`src/pkg/player_pkg.sv`:
```
package player_pkg;
    // ==========================================================
    // Timing
    localparam int CLK_HZ = 50_000_000;
    localparam int SAMPLE_HZ = 16;
    localparam int SAMPLE_CYC = CLK_HZ / SAMPLE_HZ;
    localparam int LONG_MS = 1000;
    localparam int POWER_MS = 2000;
    localparam int RESTART_MS = 5000;
    localparam int PAUSE_LP_MS = 3000;
    localparam int BLINK_MS = 250;
    localparam logic [7:0] LONG_SMP = 8'(LONG_MS * SAMPLE_HZ / 1000);
    localparam logic [7:0] POWER_SMP = 8'(POWER_MS * SAMPLE_HZ / 1000);
    localparam logic [7:0] RESTART_SMP = 8'(RESTART_MS * SAMPLE_HZ / 1000);
    localparam logic [7:0] PAUSE_LP_SMP = 8'(PAUSE_LP_MS * SAMPLE_HZ / 1000);
    localparam logic [7:0] BLINK_SMP = 8'(BLINK_MS * SAMPLE_HZ / 1000);
    localparam logic [7:0] CNT_MAX = 8'hff;
    // ==========================================================
    // Keys and levels
    localparam int NKEYS = 6;
    localparam int K_VDN = 0;
    localparam int K_VUP = 1;
    localparam int K_PREV = 2;
    localparam int K_NEXT = 3;
    localparam int K_FEAT = 4;
    localparam int K_PWR = 5;
    localparam logic [7:0] VOL_RESET = 8'hc0;
    localparam logic [7:0] VOL_MAX = 8'hff;
    localparam logic [7:0] VOL_MIN = 8'h00;
    localparam logic [7:0] MONITOR_BYTE = 8'hef;
    localparam logic [15:0] RATE_CLAMP = 16'hb71b;
    localparam logic [15:0] RATE_RESET = 16'hac44;
    localparam logic [7:0] GAIN_DEFAULT = 8'hf4;
    // ==========================================================
    // Register map
    localparam logic [7:0] A_CTRL = 8'h00;
    localparam logic [7:0] A_STATUS = 8'h04;
    localparam logic [7:0] A_VOLUME = 8'h08;
    localparam logic [7:0] A_RXBYTE = 8'h0c;
    localparam logic [7:0] A_RATE = 8'h10;
    localparam logic [7:0] A_GAIN = 8'h14;
    localparam logic [7:0] A_PLAYTIME = 8'h18;
    localparam int C_BOOT_DONE = 0;
    localparam int C_FLASH_BUSY = 1;
    localparam int C_SECTOR_OK = 2;
    localparam int C_CLK12 = 3;
    localparam int C_TAG_VALID = 4;
    localparam int C_MON_CLR = 5;
    localparam int C_WIDTH = 5;
    localparam logic [4:0] CTRL_RESET = 5'h00;
    // ==========================================================
    // Types
    typedef enum logic [2:0] {ST_BOOT, ST_PLAY, ST_PAUSE, ST_LOWPWR, ST_USB} play_state_t;
    typedef enum logic [1:0] {SP_OFF, SP_MIN, SP_NORM, SP_EXT} spatial_t;
    typedef struct packed {
        logic prev_song;
        logic next_song;
        logic restart_song;
        logic rewind;
        logic fast_fwd;
        logic random_pick;
        logic power_down;
        logic stop_play;
        logic usb_init;
    } action_t;
endpackage

```
`src/core/player_control_front_end.sv`:
```
`timescale 1ns/1ps
module player_control_front_end #(
    parameter int SAMPLE_DIV = player_pkg::SAMPLE_CYC
) (
    input wire logic core_clk,
    input wire logic rst,
    input wire logic psel,
    input wire logic penable,
    input wire logic pwrite,
    input wire logic [7:0] paddr,
    input wire logic [31:0] pwdata,
    output logic [31:0] prdata,
    output logic pready,
    output logic pslverr,
    input wire logic [4:0] key_input_lines,
    input wire logic power_key,
    input wire logic usb_attach_det,
    input wire logic usb_class_strap_pin,
    input wire logic flash_select_strap,
    output logic power_led,
    output logic feature_led,
    output logic usb_pullup_en,
    output logic clk_48m_sel,
    output logic avdd_3v6_sel,
    output logic usb_audio_class,
    output logic use_flash_disk,
    output logic monitor_mode,
    output logic low_power,
    output logic [7:0] volume,
    output logic [1:0] spatial_mode,
    output logic [15:0] play_rate,
    output logic [7:0] applied_gain,
    output player_pkg::action_t act
);
    // ==========================================================
    // Sample tick
    logic [31:0] div_r;
    logic tick;
    logic [player_pkg::C_WIDTH:0] ctrl_r;
    logic flash_busy;
    logic apb_wr;
    assign flash_busy = ctrl_r[player_pkg::C_FLASH_BUSY];
    assign tick = (div_r == 32'(SAMPLE_DIV - 1)) && !flash_busy;

    // Divider from core clock to the key sampling rate
    always_ff @(posedge core_clk) begin
        if (rst || div_r == 32'(SAMPLE_DIV - 1)) begin
            div_r <= 32'h0;
        end else begin
            div_r <= div_r + 32'h1;
        end
    end

    // ==========================================================
    // Key classification
    logic [player_pkg::NKEYS-1:0] key_lvl_r;
    logic [player_pkg::NKEYS-1:0] short_p;
    logic [player_pkg::NKEYS-1:0] long_p;
    logic [player_pkg::NKEYS-1:0] long_held;
    logic [7:0] held_r [player_pkg::NKEYS];

    // Samples taken only on tick, so bus traffic on the lines is ignored
    always_ff @(posedge core_clk) begin
        if (rst) begin
            key_lvl_r <= '0;
        end else if (tick) begin
            key_lvl_r <= {power_key, key_input_lines};
        end
    end

    genvar gi;
    generate
        for (gi = 0; gi < player_pkg::NKEYS; gi++) begin : g_key
            // Hold time in samples, saturating
            always_ff @(posedge core_clk) begin
                if (rst) begin
                    held_r[gi] <= 8'h00;
                end else if (tick) begin
                    if (!key_lvl_r[gi]) begin
                        held_r[gi] <= 8'h00;
                    end else if (held_r[gi] != player_pkg::CNT_MAX) begin
                        held_r[gi] <= held_r[gi] + 8'h01;
                    end
                end
            end
            // Short on release before threshold, long once it elapses
            assign short_p[gi] = tick && !key_lvl_r[gi] && held_r[gi] != 8'h00
                && held_r[gi] < player_pkg::LONG_SMP;
            assign long_p[gi] = tick && key_lvl_r[gi]
                && held_r[gi] == player_pkg::LONG_SMP - 8'h01;
            assign long_held[gi] = key_lvl_r[gi] && held_r[gi] >= player_pkg::LONG_SMP;
        end
    endgenerate

    // ==========================================================
    // Player state
    player_pkg::play_state_t state_r;
    logic [7:0] pause_cnt_r;
    logic [7:0] play_time_r;
    logic [7:0] blink_cnt_r;
    logic blink_r;
    logic usb_det_r;
    logic usb_active_r;
    logic random_r;
    logic boot_done;
    logic power_off_p;
    logic song_change;
    assign boot_done = ctrl_r[player_pkg::C_BOOT_DONE];
    assign power_off_p = tick && key_lvl_r[player_pkg::K_PWR]
        && held_r[player_pkg::K_PWR] == player_pkg::POWER_SMP - 8'h01;
    assign song_change = act.prev_song || act.next_song || act.restart_song || act.random_pick;

    // Main play / pause / USB sequencing
    always_ff @(posedge core_clk) begin
        if (rst) begin
            state_r <= player_pkg::ST_BOOT;
        end else begin
            case (state_r)
                player_pkg::ST_BOOT: begin
                    if (boot_done) begin
                        state_r <= player_pkg::ST_PLAY;
                    end
                end
                player_pkg::ST_PLAY: begin
                    if (short_p[player_pkg::K_PWR]) begin
                        state_r <= player_pkg::ST_PAUSE;
                    end
                end
                player_pkg::ST_PAUSE: begin
                    if (short_p[player_pkg::K_PWR]) begin
                        state_r <= player_pkg::ST_PLAY;
                    end else if (tick && pause_cnt_r == player_pkg::PAUSE_LP_SMP - 8'h01) begin
                        state_r <= player_pkg::ST_LOWPWR;
                    end
                end
                player_pkg::ST_LOWPWR: begin
                    if (short_p[player_pkg::K_PWR]) begin
                        state_r <= player_pkg::ST_PLAY;
                    end
                end
                player_pkg::ST_USB: begin
                    if (!usb_attach_det) begin
                        state_r <= player_pkg::ST_PLAY;
                    end
                end
                default: begin
                    state_r <= player_pkg::ST_BOOT;
                end
            endcase
            // Attach overrides any player state except ST_BOOT
            if (usb_attach_det && !usb_det_r && state_r != player_pkg::ST_BOOT) begin
                state_r <= player_pkg::ST_USB;
            end
        end
    end

    // Pause duration and played time, both in samples
    always_ff @(posedge core_clk) begin
        if (rst || state_r != player_pkg::ST_PAUSE) begin
            pause_cnt_r <= 8'h00;
        end else if (tick && pause_cnt_r != player_pkg::CNT_MAX) begin
            pause_cnt_r <= pause_cnt_r + 8'h01;
        end
    end

    always_ff @(posedge core_clk) begin
        if (rst || song_change) begin
            play_time_r <= 8'h00;
        end else if (tick && state_r == player_pkg::ST_PLAY && play_time_r != player_pkg::CNT_MAX) begin
            play_time_r <= play_time_r + 8'h01;
        end
    end

    // Blink phase for the paused power LED
    always_ff @(posedge core_clk) begin
        if (rst) begin
            blink_cnt_r <= 8'h00;
            blink_r <= 1'b0;
        end else if (tick) begin
            if (blink_cnt_r == player_pkg::BLINK_SMP - 8'h01) begin
                blink_cnt_r <= 8'h00;
                blink_r <= !blink_r;
            end else begin
                blink_cnt_r <= blink_cnt_r + 8'h01;
            end
        end
    end

    // LEDs go out on the serial pins while the player runs
    always_ff @(posedge core_clk) begin
        if (rst) begin
            power_led <= 1'b0;
            feature_led <= 1'b0;
            low_power <= 1'b0;
        end else begin
            power_led <= (state_r == player_pkg::ST_PAUSE || state_r == player_pkg::ST_LOWPWR) ? blink_r
                : (state_r != player_pkg::ST_BOOT);
            feature_led <= random_r;
            low_power <= state_r == player_pkg::ST_LOWPWR;
        end
    end

    // ==========================================================
    // Key actions
    logic player_on;
    assign player_on = state_r == player_pkg::ST_PLAY || state_r == player_pkg::ST_PAUSE
        || state_r == player_pkg::ST_LOWPWR;

    // Volume: one half-dB step per short press or per held sample
    always_ff @(posedge core_clk) begin
        if (rst) begin
            volume <= player_pkg::VOL_RESET;
        end else if (apb_wr && paddr == player_pkg::A_VOLUME) begin
            volume <= pwdata[7:0];
        end else if (player_on) begin
            if ((short_p[player_pkg::K_VUP] || (tick && long_held[player_pkg::K_VUP]))
                && volume != player_pkg::VOL_MAX) begin
                volume <= volume + 8'h01;
            end else if ((short_p[player_pkg::K_VDN] || (tick && long_held[player_pkg::K_VDN]))
                && volume != player_pkg::VOL_MIN) begin
                volume <= volume - 8'h01;
            end
        end
    end

    // Random play and spatial mode from the feature key
    always_ff @(posedge core_clk) begin
        if (rst) begin
            random_r <= 1'b0;
            spatial_mode <= player_pkg::SP_OFF;
        end else if (player_on) begin
            if (long_p[player_pkg::K_FEAT]) begin
                random_r <= !random_r;
            end
            if (short_p[player_pkg::K_FEAT]) begin
                spatial_mode <= spatial_mode + 2'h1;
            end
        end
    end

    // Action strobes towards the player firmware; one cycle each, except rewind and fast_fwd, which stay high while the key is held long
    always_ff @(posedge core_clk) begin
        if (rst) begin
            act <= '0;
        end else begin
            act.restart_song <= player_on && short_p[player_pkg::K_PREV]
                && play_time_r >= player_pkg::RESTART_SMP;
            act.prev_song <= player_on && short_p[player_pkg::K_PREV]
                && play_time_r < player_pkg::RESTART_SMP;
            act.next_song <= player_on && short_p[player_pkg::K_NEXT];
            act.rewind <= player_on && long_held[player_pkg::K_PREV];
            act.fast_fwd <= player_on && long_held[player_pkg::K_NEXT];
            act.random_pick <= player_on && long_p[player_pkg::K_FEAT] && !random_r;
            act.power_down <= player_on && power_off_p;
            act.stop_play <= usb_attach_det && !usb_det_r;
            act.usb_init <= usb_attach_det && !usb_det_r;
        end
    end

    // ==========================================================
    // USB attach and straps
    logic strap_done_r;
    logic class_strap_r;
    logic flash_strap_r;

    // Straps caught once, in the first cycle after reset release
    always_ff @(posedge core_clk) begin
        if (rst) begin
            strap_done_r <= 1'b0;
            class_strap_r <= 1'b0;
            flash_strap_r <= 1'b0;
        end else if (!strap_done_r) begin
            strap_done_r <= 1'b1;
            class_strap_r <= usb_class_strap_pin;
            flash_strap_r <= flash_select_strap;
        end
    end

    // Attach turns on fast clock, 3.6 V supply and pull-up as one group
    always_ff @(posedge core_clk) begin
        if (rst) begin
            usb_det_r <= 1'b0;
            usb_active_r <= 1'b0;
            usb_pullup_en <= 1'b0;
            clk_48m_sel <= 1'b0;
            avdd_3v6_sel <= 1'b0;
            usb_audio_class <= 1'b0;
            use_flash_disk <= 1'b0;
        end else begin
            usb_det_r <= usb_attach_det;
            usb_active_r <= usb_attach_det;
            usb_pullup_en <= usb_active_r;
            clk_48m_sel <= usb_active_r;
            avdd_3v6_sel <= usb_active_r;
            usb_audio_class <= class_strap_r;
            use_flash_disk <= flash_strap_r && ctrl_r[player_pkg::C_SECTOR_OK];
        end
    end

    // ==========================================================
    // Audio settings
    logic [15:0] rate_req_r;
    logic [7:0] gain_tag_r;

    // Rate clamp only while USB runs the slow clock
    always_ff @(posedge core_clk) begin
        if (rst) begin
            play_rate <= player_pkg::RATE_RESET;
            applied_gain <= player_pkg::GAIN_DEFAULT;
        end else begin
            play_rate <= (usb_active_r && ctrl_r[player_pkg::C_CLK12] && rate_req_r > player_pkg::RATE_CLAMP)
                ? player_pkg::RATE_CLAMP : rate_req_r;
            applied_gain <= ctrl_r[player_pkg::C_TAG_VALID] ? gain_tag_r
                : player_pkg::GAIN_DEFAULT;
        end
    end

    // ==========================================================
    // APB slave, zero wait states
    logic mapped;
    logic mon_set;
    logic mon_clr;
    assign apb_wr = psel && penable && pwrite;
    assign mapped = paddr == player_pkg::A_CTRL || paddr == player_pkg::A_STATUS
        || paddr == player_pkg::A_VOLUME || paddr == player_pkg::A_RXBYTE
        || paddr == player_pkg::A_RATE || paddr == player_pkg::A_GAIN
        || paddr == player_pkg::A_PLAYTIME;
    assign pready = 1'b1;
    assign pslverr = psel && penable && !mapped;
    assign mon_set = apb_wr && paddr == player_pkg::A_RXBYTE && pwdata[7:0] == player_pkg::MONITOR_BYTE;
    assign mon_clr = apb_wr && paddr == player_pkg::A_CTRL && pwdata[player_pkg::C_MON_CLR];

    // Writable control and setting registers
    always_ff @(posedge core_clk) begin
        if (rst) begin
            ctrl_r <= '0;
            rate_req_r <= player_pkg::RATE_RESET;
            gain_tag_r <= player_pkg::GAIN_DEFAULT;
        end else if (apb_wr) begin
            if (paddr == player_pkg::A_CTRL) begin
                ctrl_r <= {1'b0, pwdata[player_pkg::C_WIDTH-1:0]};
            end
            if (paddr == player_pkg::A_RATE) begin
                rate_req_r <= pwdata[15:0];
            end
            if (paddr == player_pkg::A_GAIN) begin
                gain_tag_r <= pwdata[7:0];
            end
        end
    end

    // Monitor entry; a matching byte wins over a same-cycle clear
    always_ff @(posedge core_clk) begin
        if (rst) begin
            monitor_mode <= 1'b0;
        end else if (mon_set) begin
            monitor_mode <= 1'b1;
        end else if (mon_clr) begin
            monitor_mode <= 1'b0;
        end
    end

    // Read data latched in the setup phase
    always_ff @(posedge core_clk) begin
        if (rst) begin
            prdata <= 32'h0;
        end else if (psel && !penable) begin
            case (paddr)
                player_pkg::A_CTRL: prdata <= {26'h0, ctrl_r};
                player_pkg::A_STATUS: prdata <= {16'h0, 2'h0, spatial_mode, usb_audio_class,
                    use_flash_disk, usb_active_r, random_r, monitor_mode, flash_busy, key_lvl_r};
                player_pkg::A_VOLUME: prdata <= {24'h0, volume};
                player_pkg::A_RATE: prdata <= {16'h0, play_rate};
                player_pkg::A_GAIN: prdata <= {24'h0, applied_gain};
                player_pkg::A_PLAYTIME: prdata <= {21'h0, state_r, play_time_r};
                default: prdata <= 32'h0;
            endcase
        end
    end
endmodule

```
`config.mk`:
```
export PLATFORM = sky130hd
export DESIGN_NAME = player_control_front_end
export DESIGN_NICKNAME = d
export VERILOG_FILES = /design/src/pkg/player_pkg.sv /design/src/core/player_control_front_end.sv
export SDC_FILE = /design/constraint.sdc
export NUM_CORES = 1
export LEC_CHECK = 0
export ABC_AREA = 1
export ABC_CLOCK_PERIOD_IN_PS = 7700
export BUFFER_PORTS_ARGS = -buffer_cell sky130_fd_sc_hd__buf_2
export CAP_MARGIN = 20
export CELL_PAD_IN_SITES_DETAIL_PLACEMENT = 1
export CELL_PAD_IN_SITES_GLOBAL_PLACEMENT = 1
export CORE_AREA = 3 3 160 177
export CTS_BUF_LIST = sky130_fd_sc_hd__clkbuf_8
export CTS_CLUSTER_SIZE = 20
export DETAILED_ROUTE_END_ITERATION = 16
export DIE_AREA = 0 0 163 180
export PLACE_DENSITY = 0.86
export SLEW_MARGIN = 25
export SYNTH_ARGS = -nofsm -noshare
export SYNTH_HDL_FRONTEND = slang
export SYNTH_SLANG_ARGS = --single-unit
```
`constraint.sdc`:
```
create_clock -name core_clk -period 7.7 [get_ports core_clk]
set_clock_uncertainty 0.05 [all_clocks]
set_input_delay 0.77 -clock core_clk [delete_from_list [all_inputs] [get_ports core_clk]]
set_output_delay 0.77 -clock core_clk [all_outputs]
set_load 0.05 [all_outputs]
```
## Word level (Yosys, flattened, before mapping)

Memories as Yosys holds them, arrays and structs flattened.
Cells that the tools add are included.
W data, S select, Z words.

- Bitwise gates (word level): 13
- $add $sub $neg: 13
- Mux-type cells: 87
- Reduce and logical (&&, ||, !) cells: 112
- Order comparisons: 13
- Eq/ne operators: 36

Operators by type and width:

| kind | count |
|---|---|
| $mux W8 | 17 |
| $pmux W16 S6 | 1 |
| $add A8 B1 Y8 const B | 10 |
| $ne A8 B8 Y1 const B | 9 |
| $mux W1 | 60 |
| $logic_and A1 B1 Y1 | 58 |
| $reduce_bool A8 Y1 | 7 |
| $lt A8 B5 Y1 const B | 6 |
| $add A32 B1 Y32 const B | 1 |
| $eq A32 B22 Y1 const B | 1 |
| $eq A8 B5 Y1 const B | 4 |
| $ge A8 B5 Y1 const B | 4 |
| $eq A8 B4 Y1 const B | 3 |
| $mux W3 | 7 |
| $logic_or A1 B1 Y1 | 17 |
| $gt A16 B16 Y1 const B | 1 |
| $ne A3 B3 Y1 const B | 5 |
| $pmux W3 S5 | 1 |
| $reduce_and A2 Y1 | 7 |
| $mux W13 | 1 |
| $logic_not A1 Y1 | 12 |
| $or A1 B1 Y1 | 12 |
| $reduce_and A5 Y1 | 2 |
| $eq A8 B2 Y1 const B | 1 |
| other kinds (19) | 27 |

- Bits in writable memories: 48
- Memories: 1
- Output and inout bits: 86
- Bits in registers: 181

Memory list:

| name | depth | bits a word | read ports | clocked after Yosys merged registers in | write ports | RTL line | RTL |
|---|---|---|---|---|---|---|---|
| held_r | 6 | 8 | 6 | 0 | 6 | player_control_front_end.sv:60 | `logic [7:0] held_r [player_pkg::NKEYS];` |

## Longest topological paths before layout

- Word-level depth: 11
- Mapped depth: 23
- Mapped depth without buffers: 22

## Least setup slack after synthesis

No wires, ideal clock.

- Path type: in2out
- Start point: in paddr[1]
- End point: out pslverr
- Cell stages on the path: 5
- Arrival: 2,260 ps
- Slack: 4,620 ps
- Cell sequence: or2_2 nor3_1 nand2_1 nand3_1 nor3_1

- Word-level cells in the longest chain between the ends: 9
- Elaborated cells on any way between the ends: 15
- Classes of those cells: eq/ne: 6; reduce/logical: 9

Ends and longest elaborated chain:

| what | RTL line | RTL |
|---|---|---|
| start, declared | player_control_front_end.sv:10 | `input wire logic [7:0] paddr,` |
| $eq A8 B3 Y1 or $logic_not A8 Y1 (tied branches) | player_control_front_end.sv:324 | `assign mapped = paddr == player_pkg::A_CTRL \|\| paddr == player_pkg::A_STATUS` |
| $logic_or A1 B1 Y1 | player_control_front_end.sv:324 |  |
| $logic_or A1 B1 Y1 (2 in a row) | player_control_front_end.sv:325 | `\|\| paddr == player_pkg::A_VOLUME \|\| paddr == player_pkg::A_RXBYTE` |
| $logic_or A1 B1 Y1 (2 in a row) | player_control_front_end.sv:326 | `\|\| paddr == player_pkg::A_RATE \|\| paddr == player_pkg::A_GAIN` |
| $logic_or A1 B1 Y1 * | player_control_front_end.sv:327 | `\|\| paddr == player_pkg::A_PLAYTIME;` |
| $logic_not A1 Y1 * | player_control_front_end.sv:329 | `assign pslverr = psel && penable && !mapped;` |
| $logic_and A1 B1 Y1 * | player_control_front_end.sv:329 |  |
| end, declared | player_control_front_end.sv:14 | `output logic pslverr,` |

Every way passes the cells marked *; elsewhere a longest branch is shown, timed or not.

## Worst setup path after layout

- Start point: reg div_r[0]
- End point: reg volume[6]

- Word-level cells in the longest chain between the ends: 10
- Elaborated cells on any way between the ends: 19
- Classes of those cells: eq/ne: 1; mux: 3; reduce/logical: 15

Ends and longest elaborated chain:

| what | RTL line | RTL |
|---|---|---|
| start, declared | player_control_front_end.sv:37 | `logic [31:0] div_r;` |
| start signal, assigned | player_control_front_end.sv:50 | `div_r <= div_r + 32'h1;` |
| $eq A32 B22 Y1 * | player_control_front_end.sv:43 | `assign tick = (div_r == 32'(SAMPLE_DIV - 1)) && !flash_busy;` |
| $logic_and A1 B1 Y1 * | player_control_front_end.sv:43 |  |
| $logic_and A1 B1 Y1 (2 in a row) | player_control_front_end.sv:87 | `assign short_p[gi] = tick && !key_lvl_r[gi] && held_r[gi] != 8'h00` |
| $logic_and A1 B1 Y1 | player_control_front_end.sv:88 | `&& held_r[gi] < player_pkg::LONG_SMP;` |
| $logic_or A1 B1 Y1 | player_control_front_end.sv:216 | `if ((short_p[player_pkg::K_VUP] \|\| (tick && long_held[player_pkg::K_VUP]))` |
| $logic_and A1 B1 Y1 | player_control_front_end.sv:217 | `&& volume != player_pkg::VOL_MAX) begin` |
| $mux W8 | player_control_front_end.sv:216 |  |
| $mux W8 | player_control_front_end.sv:215 | `end else if (player_on) begin` |
| $mux W8 | player_control_front_end.sv:213 | `end else if (apb_wr && paddr == player_pkg::A_VOLUME) begin` |
| end signal, assigned | player_control_front_end.sv:212 | `volume <= player_pkg::VOL_RESET;` |
| end signal, assigned | player_control_front_end.sv:214 | `volume <= pwdata[7:0];` |
| end signal, assigned | player_control_front_end.sv:218 | `volume <= volume + 8'h01;` |
| end, declared | player_control_front_end.sv:29 | `output logic [7:0] volume,` |

Every way passes the cells marked *; elsewhere a longest branch is shown, timed or not. The select of a mux whose other input is x is not followed.
A chain may end at the register's enable or synchronous reset.

==> metrics.txt <==
Multi-input gate area=4870 sq um; die area=roughly 29000 sq um; final core utilization=between 40% and 50%; chip width=163 um; CTS tree=done; input/output buffers=roughly 110; WS Path Type=flip-flop to flip-flop; Routed Antenna Nets=0; largest cells by area after synthesis=dfxtp_1 (31%), edfxtp_1 (14%), nand2_1 (9.3%); mux share of post-synthesis cell area=0%; Finished Layout Cells=1901; final instance area=about 12000 sq um; drt wl/cell=around 17 um; most used cell, CP=nand2_1; H-Tree Depth=2; Initial Util=between 30 and 40%; leading cell types in the layout, fill and taps excluded=nand2_1 (264), inv_1 (209), nor2_1 (188); initial DRC count=508; Post-DP Area=between 10000 and 15000 sq um; post-synth top area share=a little under a third; WHS Path Cells=2; Crit-path slowest cell=ha_1; pin count of the biggest net entering global routing=slightly above 40; P_leak=5.10 nW; Worst Setup End Kind=flip-flop; RSZ-0062 raised after global routing=no; share of post-route cells with drive strength above 1=between 10% and 20%; CORE AREA=around 27000 sq um; Slew Limit Fails=0; Layout area overhead=14.5%; status=finished, final reports clean; final net count=~1600; Inst Count DP=between 1500 and 2000; final WL=~32000 um; Post-CTS Hold Buffers=0; post-cts resize count=0; Tmin final=approximately 3.5 ns; FF+latch count, synth=between 200 and 250; Post-Syn Area per Cell=~7.6 sq um; final hold slack=0.386 ns; worst slew pin tran=0.863 ns; cell count after synthesis=between 1000 and 1500; sequential area share after synthesis=between 40% and 50%; number of clock sinks=213; clock transition at the registers of the reported paths=0.07 ns; worst setup margin=around 4.2 ns; worst-case clock buffer depth=3; CP Buf/Inv Count=2; Rows=63; register area=around 4700 sq um; ant diodes=0; First-pass DRT Iterations=4; die height=180 um; CP Launch Type=flip-flop; Async SR Flop Fraction=0%; RD Place Congestion=0.885; Tcrit/Tclk final=a little under half; GRT Total Usage=a little over a fifth; post-synthesis compound-gate area fraction=10.6%; Final Hold Viols=0; Tot Pwr=approximately 2.4 mW; commonest non-fill, non-tap cell in the layout=nand2_1; PD cells=approximately 200 nW/um^2; first-pass GRT wire length=approximately 52000 um; Clk Latency, worst-skew pair=roughly 0.55 ns; number of flops mapped to enable cells by yosys=between 40 and 50; Post-DP HPWL=between 20000 and 25000 um; Worst Path Required=~8.0 ns; post-CTS setup buffers=0; Top Ports=between 100 and 150; pre-CTS WS=4.22 ns; Vias/cell=5.19; worst-path cell chain=ha_1 -> nand2_2 -> inv_2 -> nand2_1 -> nor2_1 -> nand2_1 -> nor2_4 -> nand2_2 -> nor2_1 -> inv_1 -> ha_1 -> a21oi_1 -> nand2_1 -> a21oi_1 -> o21ai_0 -> or2_2 -> nand3_1 -> nand4_1; Syn. warnings=0; Post-Synth Adder-Cell Area=between 3 and 4%; via count of the first global-routing pass=approximately 10000; vias after detailed routing=slightly below 10000; Clock Tree Root=clkbuf_8; TritonCTS Buffers=37; largest family of logic cells by synthesized area=simple AND/OR/NAND/NOR gates; Critical Path Fanout Max=11; Post-synth top flop=dfxtp_1; VDD IR max=0.000115 V; CP max stage delay=between 0.3 and 0.4 ns; post-synth cell types=between 50 and 60; Synth Area in Simple Gates=between 20% and 30%; Fillers=between 3000 and 4000; TNS Setup=0 ns; Worst Reg-to-Reg Cells=18; upper clock frequency limit=~280 MHz; area leader, netlist=dfxtp_1; Synth Cell Area=10600 sq um; Final setup viols=0; Data arrival, critical path=~3.9 ns; Top Family by Delay on Critical Path=simple AND/OR/NAND/NOR gates; Worst Hold Class=flip-flop to flip-flop; grt total ovfl=0; Crit path depth=18; Max Cap Viol=0; xor and xnor area share after synthesis=~2.3%; initial antenna violation count=0; Slew HR=approximately 42%; DRC viols=0
-- power breakdown --
group / switching [mW] / leakage (nW) / internal [mW]
registers: 0.0214 / 1.79 / 1.17
clock network: 0.484 / 0.424 / 0.547
logic: 0.152 / 2.89 / 0.0454
total: 0.658 / 5.10 / 1.76
-- worst min-delay path: cells and delay by family (launching register included) --
kind / cells / cell delay, ns
buffers and inverters: 1 / 0.07
AND/OR/NAND/NOR: 1 / 0.04
flip-flops: 1 / 0.30
-- cell families (layout without fill, tap and decap cells) --
family,after synthesis,after routing
other,2,17
DFF,213,213
and+or+nand+nor,679,679
AOI/OAI and AO/OA,203,203
xor gates and xnor gates,28,28
adders and majority gates,25,25
buffers and inverters,248,379
-- area by class of cell --
cell class                      instances  area share, %
Clock buffer                           46           5.22
Multi-Input combinational cell        952           40.1
Timing Repair Buffer                  110           4.62
Clock inverter                         20          0.897
Sequential cell                       213           39.1
Tap cell                              357           3.68
Inverter                              203           6.38
-- per-layer routing --
metal | GRT usage [%] | up-vias | part of all wire, %
li1 | - | 4799 | -
met1 | 25.4 | 4776 | 42
met2 | 39.5 | 219 | 51
met3 | 3.30 | 72 | 3.8
met4 | 8.39 | 0 | 3.6
met5 | 0 | - | 0
-- registers in the layout (all words and copies together) (netlist names), 3 cells and up --
| signal | count |
|---|---|
| applied_gain | 8 |
| play_time_r | 8 |
| gain_tag_r | 8 |
| volume | 8 |
| held_r | 48 |
| blink_cnt_r | 8 |
| pause_cnt_r | 8 |
| div_r | 32 |
| prdata | 16 |
| act | 8 |
| ctrl_r | 5 |
| key_lvl_r | 6 |
| rate_req_r | 16 |
| state_r | 3 |
| play_rate | 16 |
-- Yosys cell counts, types with 3 or more instances --
cell type,instances
nand2_1,264
clkbuf_1,15
buf_2,5
or2_2,14
edfxtp_1,48
nand4_1,43
o21ai_0,74
buf_4,20
a41oi_1,3
ha_1,24
dfxtp_1,165
nor3_1,51
o21bai_1,3
nor2_4,4
nand3_1,67
xor2_1,24
xnor2_1,4
buf_1,3
a31oi_1,3
inv_1,199
a21oi_1,94
nor2_1,188
a211oi_1,3
nor4_1,13
o211ai_1,11
nand2_2,4
nor3b_2,3
nor3b_1,12
-- final timing paths --
path,to,slack (ns),start
min reg2reg,usb_audio_class$_SDFF_PP0_,0.39,class_strap_r$_SDFFE_PP0N_
max,volume[6]$_SDFFE_PP1P_,4.19,div_r[0]$_SDFF_PP0_
max reg2reg,volume[6]$_SDFFE_PP1P_,4.19,div_r[0]$_SDFF_PP0_
min,usb_audio_class$_SDFF_PP0_,0.39,class_strap_r$_SDFFE_PP0N_
Power figures use the tool's default switching activity.
